**config.mk**
```make
export PLATFORM = sky130hd
export DESIGN_NAME = dac_input_and_power_modes
export DESIGN_NICKNAME = d
export VERILOG_FILES = /design/src/hdl/dac_input_and_power_modes.v /design/src/hdl/sample_fifo.v
export VERILOG_INCLUDE_DIRS = /design/src /design/src/hdl
export SDC_FILE = /design/constraint.sdc
export NUM_CORES = 1
export LEC_CHECK = 0
export ABC_AREA = 1
export BUFFER_PORTS_ARGS = -buffer_cell sky130_fd_sc_hd__buf_2
export CORE_MARGIN = 2
export CORE_UTILIZATION = 60
export CTS_BUF_LIST = sky130_fd_sc_hd__clkbuf_16
export CTS_CLUSTER_DIAMETER = 150
export DETAILED_ROUTE_END_ITERATION = 12
export PLACE_DENSITY = 0.83
export SLEW_MARGIN = 20
export SYNTH_ARGS = -nofsm -noshare
export SYNTH_HDL_FRONTEND = slang
export SYNTH_SLANG_ARGS = --single-unit
```
**constraint.sdc**
```tcl
create_clock -name clk -period 3.1 [get_ports clk]
set_input_delay 0.465 -clock clk [delete_from_list [all_inputs] [get_ports clk]]
set_output_delay 0.465 -clock clk [all_outputs]
set_load 0.1 [all_outputs]
```
**src/hdl/dac_ctrl_regs.vh**
```
// Register offsets, fields, reset values and timing counts for the DAC control block
`ifndef DAC_CTRL_REGS_VH
`define DAC_CTRL_REGS_VH
`define REG_CTRL 8'h00
`define REG_STATUS 8'h04
`define REG_DATA 8'h08
`define REG_LATCH 8'h0C
`define CTRL_CONV_EN_BIT 0
`define CTRL_PD_SEL_BIT 1
`define CTRL_RESET 32'h0000_0000
`define ST_MODE_LSB 0
`define ST_READY_BIT 3
`define ST_REF_INT_BIT 4
`define ST_FULL_BIT 5
`define ST_EMPTY_BIT 6
`define WAKE_TIME_US 50
`define CLK_MHZ 40
`define WAKE_CYCLES (`WAKE_TIME_US * `CLK_MHZ)
`endif

```
**src/hdl/dac_input_and_power_modes.v**
```verilog
// DAC input pipeline, power modes and AXI4-Lite register slave
//
// Behaviour
// - Reference select low: internal 1.2V reference out
// - Standby: reference and amplifier on, array off
// - Enable high leaves standby, 50us wake
// - Power-down select high forces shutdown
// - Leave shutdown: select low, enable high, 50us
// - After wake, output resumes pre-standby value
// - Low power: current output hi-Z, voltage grounded
// - Each rising edge latches eight data bits
// - Latched word reaches output four clocks later (sync, FIFO, latch) when active and the FIFO is empty
`timescale 1ns/1ps
`include "dac_ctrl_regs.vh"
module dac_input_and_power_modes #(
	parameter DATA_W = 8,
	parameter FIFO_DEPTH = 8,
	parameter FIFO_AW = 3,
	parameter WAKE_CYCLES = `WAKE_CYCLES,
	parameter VOLTAGE_VARIANT = 0
) (
	// Clock and reset
	input wire clk,
	input wire nrst,
	// Mode pins and reference strap
	input wire power_down_select,
	input wire converter_enable,
	input wire ref_select_n,
	// Parallel data pins and host stream handshake
	input wire [DATA_W-1:0] data_pins,
	input wire data_valid,
	output wire data_ready,
	// Converter-facing outputs
	output reg [DATA_W-1:0] dac_code,
	output reg array_enable,
	output reg output_drive_oe,
	output reg output_ground,
	output reg ref_internal_en,
	output reg ref_pin_drive_oe,
	output reg amp_enable,
	output reg output_settled,
	// AXI4-Lite slave
	input wire [7:0] s_axi_awaddr,
	input wire s_axi_awvalid,
	output wire s_axi_awready,
	input wire [31:0] s_axi_wdata,
	input wire [3:0] s_axi_wstrb,
	input wire s_axi_wvalid,
	output wire s_axi_wready,
	output reg [1:0] s_axi_bresp,
	output reg s_axi_bvalid,
	input wire s_axi_bready,
	input wire [7:0] s_axi_araddr,
	input wire s_axi_arvalid,
	output wire s_axi_arready,
	output reg [31:0] s_axi_rdata,
	output reg [1:0] s_axi_rresp,
	output reg s_axi_rvalid,
	input wire s_axi_rready
);
	localparam ST_ACTIVE = 4'b0001;
	localparam ST_STANDBY = 4'b0010;
	localparam ST_SHUTDOWN = 4'b0100;
	localparam ST_WAKE = 4'b1000;
	localparam [1:0] RESP_OKAY = 2'b00;
	localparam [1:0] RESP_SLVERR = 2'b10;

	// Pin synchronisers
	reg [1:0] pd_sync;
	reg [1:0] en_sync;
	reg [1:0] ref_sync;
	reg [DATA_W-1:0] data_meta;
	reg [DATA_W-1:0] data_sync;
	reg [1:0] dv_sync;
	reg [31:0] ctrl;
	reg [3:0] state;
	reg [3:0] next_state;
	reg [31:0] wake_cnt;
	reg [DATA_W-1:0] input_latch;
	reg [DATA_W-1:0] held_code;
	reg aw_held;
	reg w_held;
	reg [7:0] aw_addr;
	reg [31:0] w_data;
	reg [3:0] w_strb;
	wire pd_eff;
	wire en_eff;
	wire fifo_valid;
	wire [DATA_W-1:0] fifo_data;
	wire fifo_full;
	wire fifo_empty;
	wire fifo_pop;
	wire sw_push;
	wire pin_push;
	wire do_write;
	wire running;

	function [31:0] merge_strb;
		input [31:0] old_val;
		input [31:0] new_val;
		input [3:0] strb;
		integer i;
		begin
			merge_strb = old_val;
			for (i = 0; i < 4; i = i + 1)
				if (strb[i])
					merge_strb[i*8 +: 8] = new_val[i*8 +: 8];
		end
	endfunction

	always @(posedge clk or negedge nrst) begin
		if (!nrst) begin
			pd_sync <= 2'b00;
			en_sync <= 2'b00;
			ref_sync <= 2'b00;
			data_meta <= {DATA_W{1'b0}};
			data_sync <= {DATA_W{1'b0}};
			dv_sync <= 2'b00;
		end else begin
			pd_sync <= {pd_sync[0], power_down_select};
			en_sync <= {en_sync[0], converter_enable};
			ref_sync <= {ref_sync[0], ref_select_n};
			data_meta <= data_pins;
			data_sync <= data_meta;
			dv_sync <= {dv_sync[0], data_valid};
		end
	end

	// Pins or software may request power-down; either forces it
	assign pd_eff = pd_sync[1] | ctrl[`CTRL_PD_SEL_BIT];
	assign en_eff = en_sync[1] | ctrl[`CTRL_CONV_EN_BIT];

	always @* begin
		next_state = state;
		case (state)
			ST_ACTIVE: begin
				if (pd_eff)
					next_state = ST_SHUTDOWN;
				else if (!en_eff)
					next_state = ST_STANDBY;
			end
			ST_STANDBY, ST_SHUTDOWN: begin
				if (pd_eff)
					next_state = ST_SHUTDOWN;
				else if (en_eff)
					next_state = ST_WAKE;
				else
					next_state = ST_STANDBY;
			end
			ST_WAKE: begin
				if (pd_eff)
					next_state = ST_SHUTDOWN;
				else if (!en_eff)
					next_state = ST_STANDBY;
				else if (wake_cnt == 32'h0000_0000)
					next_state = ST_ACTIVE;
			end
			default: next_state = ST_SHUTDOWN;
		endcase
	end

	always @(posedge clk or negedge nrst) begin
		if (!nrst) begin
			state <= ST_SHUTDOWN;
			wake_cnt <= 32'h0000_0000;
		end else begin
			state <= next_state;
			if (next_state == ST_WAKE && state != ST_WAKE)
				wake_cnt <= WAKE_CYCLES - 1;
			else if (state == ST_WAKE && wake_cnt != 32'h0000_0000)
				wake_cnt <= wake_cnt - 1;
		end
	end

	// Pin samples enter the FIFO whenever synchronised data_valid is high and the FIFO is not full, ahead of a DATA write
	assign pin_push = dv_sync[1];
	assign running = (state == ST_ACTIVE);
	// Drain paces at one word per clock, stalls outside active mode
	assign fifo_pop = running && fifo_valid;

	sample_fifo #(
		.WIDTH(DATA_W),
		.DEPTH(FIFO_DEPTH),
		.AW(FIFO_AW)
	) u_fifo (
		.clk(clk),
		.nrst(nrst),
		.in_valid(pin_push | sw_push),
		.in_ready(data_ready),
		.in_data(sw_push ? w_data[DATA_W-1:0] : data_sync),
		.out_valid(fifo_valid),
		.out_ready(fifo_pop),
		.out_data(fifo_data),
		.full(fifo_full),
		.empty(fifo_empty)
	);

	always @(posedge clk or negedge nrst) begin
		if (!nrst) begin
			input_latch <= {DATA_W{1'b0}};
			held_code <= {DATA_W{1'b0}};
			dac_code <= {DATA_W{1'b0}};
			array_enable <= 1'b0;
			output_drive_oe <= 1'b0;
			output_ground <= 1'b0;
			ref_internal_en <= 1'b0;
			ref_pin_drive_oe <= 1'b0;
			amp_enable <= 1'b0;
			output_settled <= 1'b0;
		end else begin
			if (fifo_pop)
				input_latch <= fifo_data;
			if (running)
				held_code <= input_latch;
			// Code stays frozen in low power so wake resumes it
			dac_code <= running ? input_latch : held_code;
			array_enable <= running;
			output_drive_oe <= running || (VOLTAGE_VARIANT != 0);
			output_ground <= !running && (VOLTAGE_VARIANT != 0);
			ref_internal_en <= !ref_sync[1] && (state != ST_SHUTDOWN);
			// Internal reference drives the pin when the strap is low, outside shutdown
			ref_pin_drive_oe <= !ref_sync[1] && (state != ST_SHUTDOWN);
			amp_enable <= (state != ST_SHUTDOWN);
			output_settled <= running;
		end
	end

	// AXI4-Lite write path
	assign s_axi_awready = !aw_held && !s_axi_bvalid;
	assign s_axi_wready = !w_held && !s_axi_bvalid;
	assign do_write = aw_held && w_held && !s_axi_bvalid;
	assign sw_push = do_write && (aw_addr == `REG_DATA) && !fifo_full && !pin_push;

	always @(posedge clk or negedge nrst) begin
		if (!nrst) begin
			aw_held <= 1'b0;
			w_held <= 1'b0;
			aw_addr <= 8'h00;
			w_data <= 32'h0000_0000;
			w_strb <= 4'h0;
			s_axi_bvalid <= 1'b0;
			s_axi_bresp <= RESP_OKAY;
			ctrl <= `CTRL_RESET;
		end else begin
			if (s_axi_awvalid && s_axi_awready) begin
				aw_held <= 1'b1;
				aw_addr <= s_axi_awaddr;
			end
			if (s_axi_wvalid && s_axi_wready) begin
				w_held <= 1'b1;
				w_data <= s_axi_wdata;
				w_strb <= s_axi_wstrb;
			end
			if (s_axi_bvalid && s_axi_bready)
				s_axi_bvalid <= 1'b0;
			// DATA write waits while the FIFO is full or a pin sample is pushed
			if (do_write && (aw_addr != `REG_DATA || sw_push)) begin
				aw_held <= 1'b0;
				w_held <= 1'b0;
				s_axi_bvalid <= 1'b1;
				s_axi_bresp <= RESP_OKAY;
				case (aw_addr)
					`REG_CTRL: ctrl <= merge_strb(ctrl, w_data, w_strb) & 32'h0000_0003;
					`REG_DATA: ;
					`REG_STATUS, `REG_LATCH: s_axi_bresp <= RESP_SLVERR;
					default: s_axi_bresp <= RESP_SLVERR;
				endcase
			end
		end
	end

	// AXI4-Lite read path
	assign s_axi_arready = !s_axi_rvalid;

	always @(posedge clk or negedge nrst) begin
		if (!nrst) begin
			s_axi_rvalid <= 1'b0;
			s_axi_rdata <= 32'h0000_0000;
			s_axi_rresp <= RESP_OKAY;
		end else begin
			if (s_axi_rvalid && s_axi_rready)
				s_axi_rvalid <= 1'b0;
			if (s_axi_arvalid && s_axi_arready) begin
				s_axi_rvalid <= 1'b1;
				s_axi_rresp <= RESP_OKAY;
				s_axi_rdata <= 32'h0000_0000;
				case (s_axi_araddr)
					`REG_CTRL: s_axi_rdata <= ctrl;
					`REG_STATUS: begin
						s_axi_rdata[`ST_MODE_LSB +: 3] <= state[2:0];
						s_axi_rdata[`ST_READY_BIT] <= output_settled;
						s_axi_rdata[`ST_REF_INT_BIT] <= !ref_sync[1];
						s_axi_rdata[`ST_FULL_BIT] <= fifo_full;
						s_axi_rdata[`ST_EMPTY_BIT] <= fifo_empty;
					end
					`REG_DATA: s_axi_rdata[DATA_W-1:0] <= input_latch;
					`REG_LATCH: s_axi_rdata[DATA_W-1:0] <= dac_code;
					default: s_axi_rresp <= RESP_SLVERR;
				endcase
			end
		end
	end
endmodule // dac_input_and_power_modes

```
**src/hdl/sample_fifo.v**
```verilog
// Sample FIFO with valid/ready on both sides
`timescale 1ns/1ps
module sample_fifo #(
	parameter WIDTH = 8,
	parameter DEPTH = 8,
	parameter AW = 3
) (
	// Clock and reset
	input wire clk,
	input wire nrst,
	// Fill side
	input wire in_valid,
	output wire in_ready,
	input wire [WIDTH-1:0] in_data,
	// Drain side
	output wire out_valid,
	input wire out_ready,
	output wire [WIDTH-1:0] out_data,
	// Status
	output wire full,
	output wire empty
);
	reg [WIDTH-1:0] mem [0:DEPTH-1];
	reg [AW-1:0] wr_ptr;
	reg [AW-1:0] rd_ptr;
	reg [AW:0] count;
	wire push;
	wire pop;
	assign full = (count == DEPTH[AW:0]);
	assign empty = (count == {(AW+1){1'b0}});
	assign in_ready = !full;
	assign out_valid = !empty;
	assign out_data = mem[rd_ptr];
	assign push = in_valid && !full;
	assign pop = out_ready && !empty;
	always @(posedge clk) begin
		if (push)
			mem[wr_ptr] <= in_data;
	end
	always @(posedge clk or negedge nrst) begin
		if (!nrst) begin
			wr_ptr <= {AW{1'b0}};
			rd_ptr <= {AW{1'b0}};
			count <= {(AW+1){1'b0}};
		end else begin
			if (push)
				wr_ptr <= (wr_ptr == DEPTH[AW-1:0] - 1'b1) ? {AW{1'b0}} : wr_ptr + 1'b1;
			if (pop)
				rd_ptr <= (rd_ptr == DEPTH[AW-1:0] - 1'b1) ? {AW{1'b0}} : rd_ptr + 1'b1;
			if (push && !pop)
				count <= count + 1'b1;
			else if (pop && !push)
				count <= count - 1'b1;
		end
	end
endmodule // sample_fifo

```
==> Implementation_results.wiki <==
{| class="wikitable"
! Metric !! Value
|-
| Outcome || completed
|-
| Number of buffers created by CTS || 17
|-
| Core utilization of the finished layout || 69.4%
|-
| Clk slew on worst S/H paths || 0.07 ns
|-
| Cell types occupying the most area after synthesis || sky130_fd_sc_hd__dfrtp_1, sky130_fd_sc_hd__edfxtp_1, sky130_fd_sc_hd__nand2_1
|-
| Most numerous cell on the critical path || sky130_fd_sc_hd__nand2_1
|-
| Last weighted congestion value of the routability-driven placer || 0.911
|-
| Clk buf depth || 2
|-
| Filler Cells Inserted || 1012
|-
| Crit path buf inv count || 2
|-
| Signed area change from the synthesized netlist to the final layout || 12.6%
|-
| Total global routing track utilization || 25.3%
|-
| Final non-filler cell total || 1221
|-
| Worst Path Max Fanout || 9
|-
| Insertion delay of the later-clocked pin in the worst-skew pair || 0.43 ns
|-
| Layout cells sized above 1 || 13.4%
|-
| Final total power || 7.28 mW
|-
| Most common cell after layout, fill and taps aside || sky130_fd_sc_hd__nand2_1
|-
| Pwr per Cell Area || 753 nW/um^2
|-
| Storage cell area || 4980 sq um
|-
| Total grt overflow || 0
|-
| Met2 WL || 8530 um
|-
| Data arrival time of the critical path || 2.87 ns
|-
| Multi-input gate area in the final layout || 3090 sq um
|-
| Endpoint kind of the worst setup timing path || flip-flop
|-
| CP max stage delay || 0.43 ns
|-
| Required time at the endpoint of the critical path || 3.43 ns
|-
| Number of antenna violations at the first check in global routing || 0
|-
| Setup Total Neg Slack || 0 ns
|-
| Detailed-router iteration count before antenna repair || 7
|-
| Via count of the first global-routing pass || 6293
|-
| Resized cells post-CTS || 0
|-
| Wl on met1 || 7900 um
|-
| DRC violations left || 0
|-
| Mean number of vias per cell || 5.51
|-
| Clock root buffer || sky130_fd_sc_hd__clkbuf_16
|-
| Most used cells in the layout excluding fill and tap cells || sky130_fd_sc_hd__nand2_1, sky130_fd_sc_hd__nor2_1, sky130_fd_sc_hd__dfrtp_1
|-
| Number of cells in the design after placement || 1188
|-
| Average cell area after synthesis || 9.10 sq um
|-
| Endpoints failing setup || 0
|-
| I/O pin total || 128
|-
| Violation count after the first detailed-routing iteration || 586
|-
| Synth Register Bits || 186
|-
| Seq/Total Area, Yosys || 58.0%
|-
| Count of unique library cells instantiated by Yosys || 36
|-
| Vertical die dimension || 124 um
|-
| Synth warnings || 0
|-
| Die outline area || 15300 sq um
|-
| Net count, final || 1109
|-
| Actual slew at the worst max-slew pin || 0.992 ns
|-
| Via count of the routed design || 6725
|-
| Final number of max-transition violations || 0
|-
| Routed Wire Length || 18100 um
|-
| Share of the synthesized area in the top cell type || 35.3%
|-
| Classification of the worst setup path || flip-flop to flip-flop
|-
| Row cnt || 43
|-
| Final Critical Period || 2.54 ns
|-
| Largest net degree at the start of global routing || 69
|-
| CP max-delay cell || sky130_fd_sc_hd__dfrtp_1
|-
| X dimension of the die || 124 um
|-
| Port bufs || 73
|-
| Post-route clock skew || 0.0135 ns
|-
| Number of clock sinks || 186
|-
| Worst slew margin || 33.8%
|-
| Max frequency || 0.394 GHz
|-
| Count of inserted antenna diode cells || 0
|-
| Startpoint type of the worst setup path || flip-flop
|-
| Placeable core area || 13900 sq um
|-
| Initial core utilization || 61.6%
|-
| Amount of wire on met3 after detailed routing || 1370 um
|-
| Hpwl dp || 12400 um
|-
| Count of max-cap constraint violations || 0
|-
| Detail-routed net length per standard cell || 14.8 um
|-
| Setup repair after global routing missed its margin || false
|-
| Count of buffers added by post-CTS timing repair for setup || 0
|-
| Worst hold path class || primary input to flip-flop
|-
| Final critical-path share of the clock period || 81.8%
|-
| Synthesized instance count || 943
|-
| Netlist Area Pre-Place || 8580 sq um
|-
| Post-CTS Hold Buffers || 1
|-
| Setup slack of the critical path after layout || 0.564 ns
|-
| Cell-by-cell trace of the critical path || inv_1 -> nand2_1 -> nor2_1 -> nand2_1 -> nand2_1 -> nand2_1 -> ha_1 -> inv_1 -> ha_1 -> a21oi_1 -> o21ai_0 -> xor2_1 -> nand2_1 -> nand2_1
|-
| Antenna-violating nets left || 0
|-
| Pleak || 4.59 nW
|-
| Worst setup slack before clock tree synthesis || 0.607 ns
|-
| Deepest level of the CTS H-tree || 4
|-
| Final Hold Fails || 0
|-
| IR Drop Worst-Case VDD || 0.922 mV
|-
| Clock tree from TritonCTS || yes
|-
| Highest routed layer || met4
|-
| Post-synth top area cell || sky130_fd_sc_hd__dfrtp_1
|-
| First-pass GRT wire length || 29700 um
|-
| Crit-path leading delay family || simple AND/OR/NAND/NOR gates
|}
-- registers in the layout (all words and copies together) (netlist names), 3 cells and up --
register / flops
w_data: 8
u_fifo.wr_ptr: 3
u_fifo.count: 4
data_meta: 8
held_code: 8
u_fifo.rd_ptr: 3
input_latch: 8
aw_addr: 8
data_sync: 8
state: 4
wake_cnt: 32
s_axi_rdata: 8
u_fifo.mem: 64
-- per-stage QoR --
| stage | hold slack, ns | cell area (sq um) |
|---|---|---|
| floorplan | 0.169 | 8680 |
| global placement | 0.333 | 9100 |
| detailed placement | 0.336 | 9100 |
| CTS | 0.121 | 9660 |
| global route | 0.122 | 9660 |
| finish | 0.133 | 9660 |
-- Yosys cell counts --
cell type and count:
sky130_fd_sc_hd__a21o_1 1, sky130_fd_sc_hd__a21oi_1 24, sky130_fd_sc_hd__a31oi_1 1, sky130_fd_sc_hd__buf_1 2, sky130_fd_sc_hd__buf_2 2, sky130_fd_sc_hd__buf_4 30
sky130_fd_sc_hd__buf_6 3, sky130_fd_sc_hd__clkbuf_1 19, sky130_fd_sc_hd__clkinv_1 2, sky130_fd_sc_hd__clkinv_4 1, sky130_fd_sc_hd__conb_1 1, sky130_fd_sc_hd__dfrtp_1 121
sky130_fd_sc_hd__dfstp_2 1, sky130_fd_sc_hd__edfxtp_1 64, sky130_fd_sc_hd__fa_1 1, sky130_fd_sc_hd__ha_1 9, sky130_fd_sc_hd__inv_1 66, sky130_fd_sc_hd__mux2_2 5
sky130_fd_sc_hd__nand2_1 214, sky130_fd_sc_hd__nand2_2 1, sky130_fd_sc_hd__nand2_4 1, sky130_fd_sc_hd__nand3_1 42, sky130_fd_sc_hd__nand3_2 1, sky130_fd_sc_hd__nand3b_1 1
sky130_fd_sc_hd__nand4_1 27, sky130_fd_sc_hd__nor2_1 162, sky130_fd_sc_hd__nor2_4 1, sky130_fd_sc_hd__nor3_1 5, sky130_fd_sc_hd__o211ai_1 21, sky130_fd_sc_hd__o21ai_0 80
sky130_fd_sc_hd__o21ai_1 10, sky130_fd_sc_hd__o21ai_4 1, sky130_fd_sc_hd__o21bai_1 8, sky130_fd_sc_hd__or2_2 4, sky130_fd_sc_hd__xnor2_1 5, sky130_fd_sc_hd__xor2_1 6
-- area by class of cell --
cell class	instances	area share, %
clock buffer	18	4.66
sequential	186	51.5
timing repair buffer	96	5.75
clock inverter	14	1.02
multi-input combinational	658	32.0
inverter	69	2.73
tap	180	2.33
-- cells by family (layout without fill, tap and decap cells) --
logic type | Yosys count | count (layout) | synth area share [%]
and+or+nand+nor | 459 | 459 | 22.0
buffers and inverters | 125 | 197 | 7.13
AOI/OAI and AO/OA | 146 | 146 | 9.54
adders and majority gates | 10 | 10 | 1.55
xor gates and xnor gates | 11 | 11 | 1.12
muxes | 5 | 5 | 0.656
DFF | 186 | 186 | 58.0
other | 1 | 27 | 0.0437
-- per-layer routing --
layer  vias up  GRT usage (%)
li1       3237              -
met1      3166           35.4
met2       297           39.9
met3        25           4.99
met4         0           8.74
met5         -              0
-- worst paths after layout --
kind / cells past startpoint / start / slack, ns / endpoint
worst max-delay path: 14 / u_fifo.count[0] / 0.56 / u_fifo.count[3]
worst min-delay path: 1 / ref_select_n / 0.13 / ref_sync[0]
worst max register to register: 14 / u_fifo.count[0] / 0.56 / u_fifo.count[3]
worst min register to register: 0 / dv_sync[0] / 0.35 / dv_sync[1]
max in group asynchronous: 3 / nrst / 1.87 / state[2]
min in group asynchronous: 2 / nrst / 0.46 / wake_cnt[11]
-- power by group --
part,switching (mW),total [mW],internal [mW]
clock network,0.928,2.00,1.07
logic,1.52,2.06,0.537
registers,0.251,3.22,2.97
total,2.70,7.28,4.58
Power figures use the tool's default switching activity.
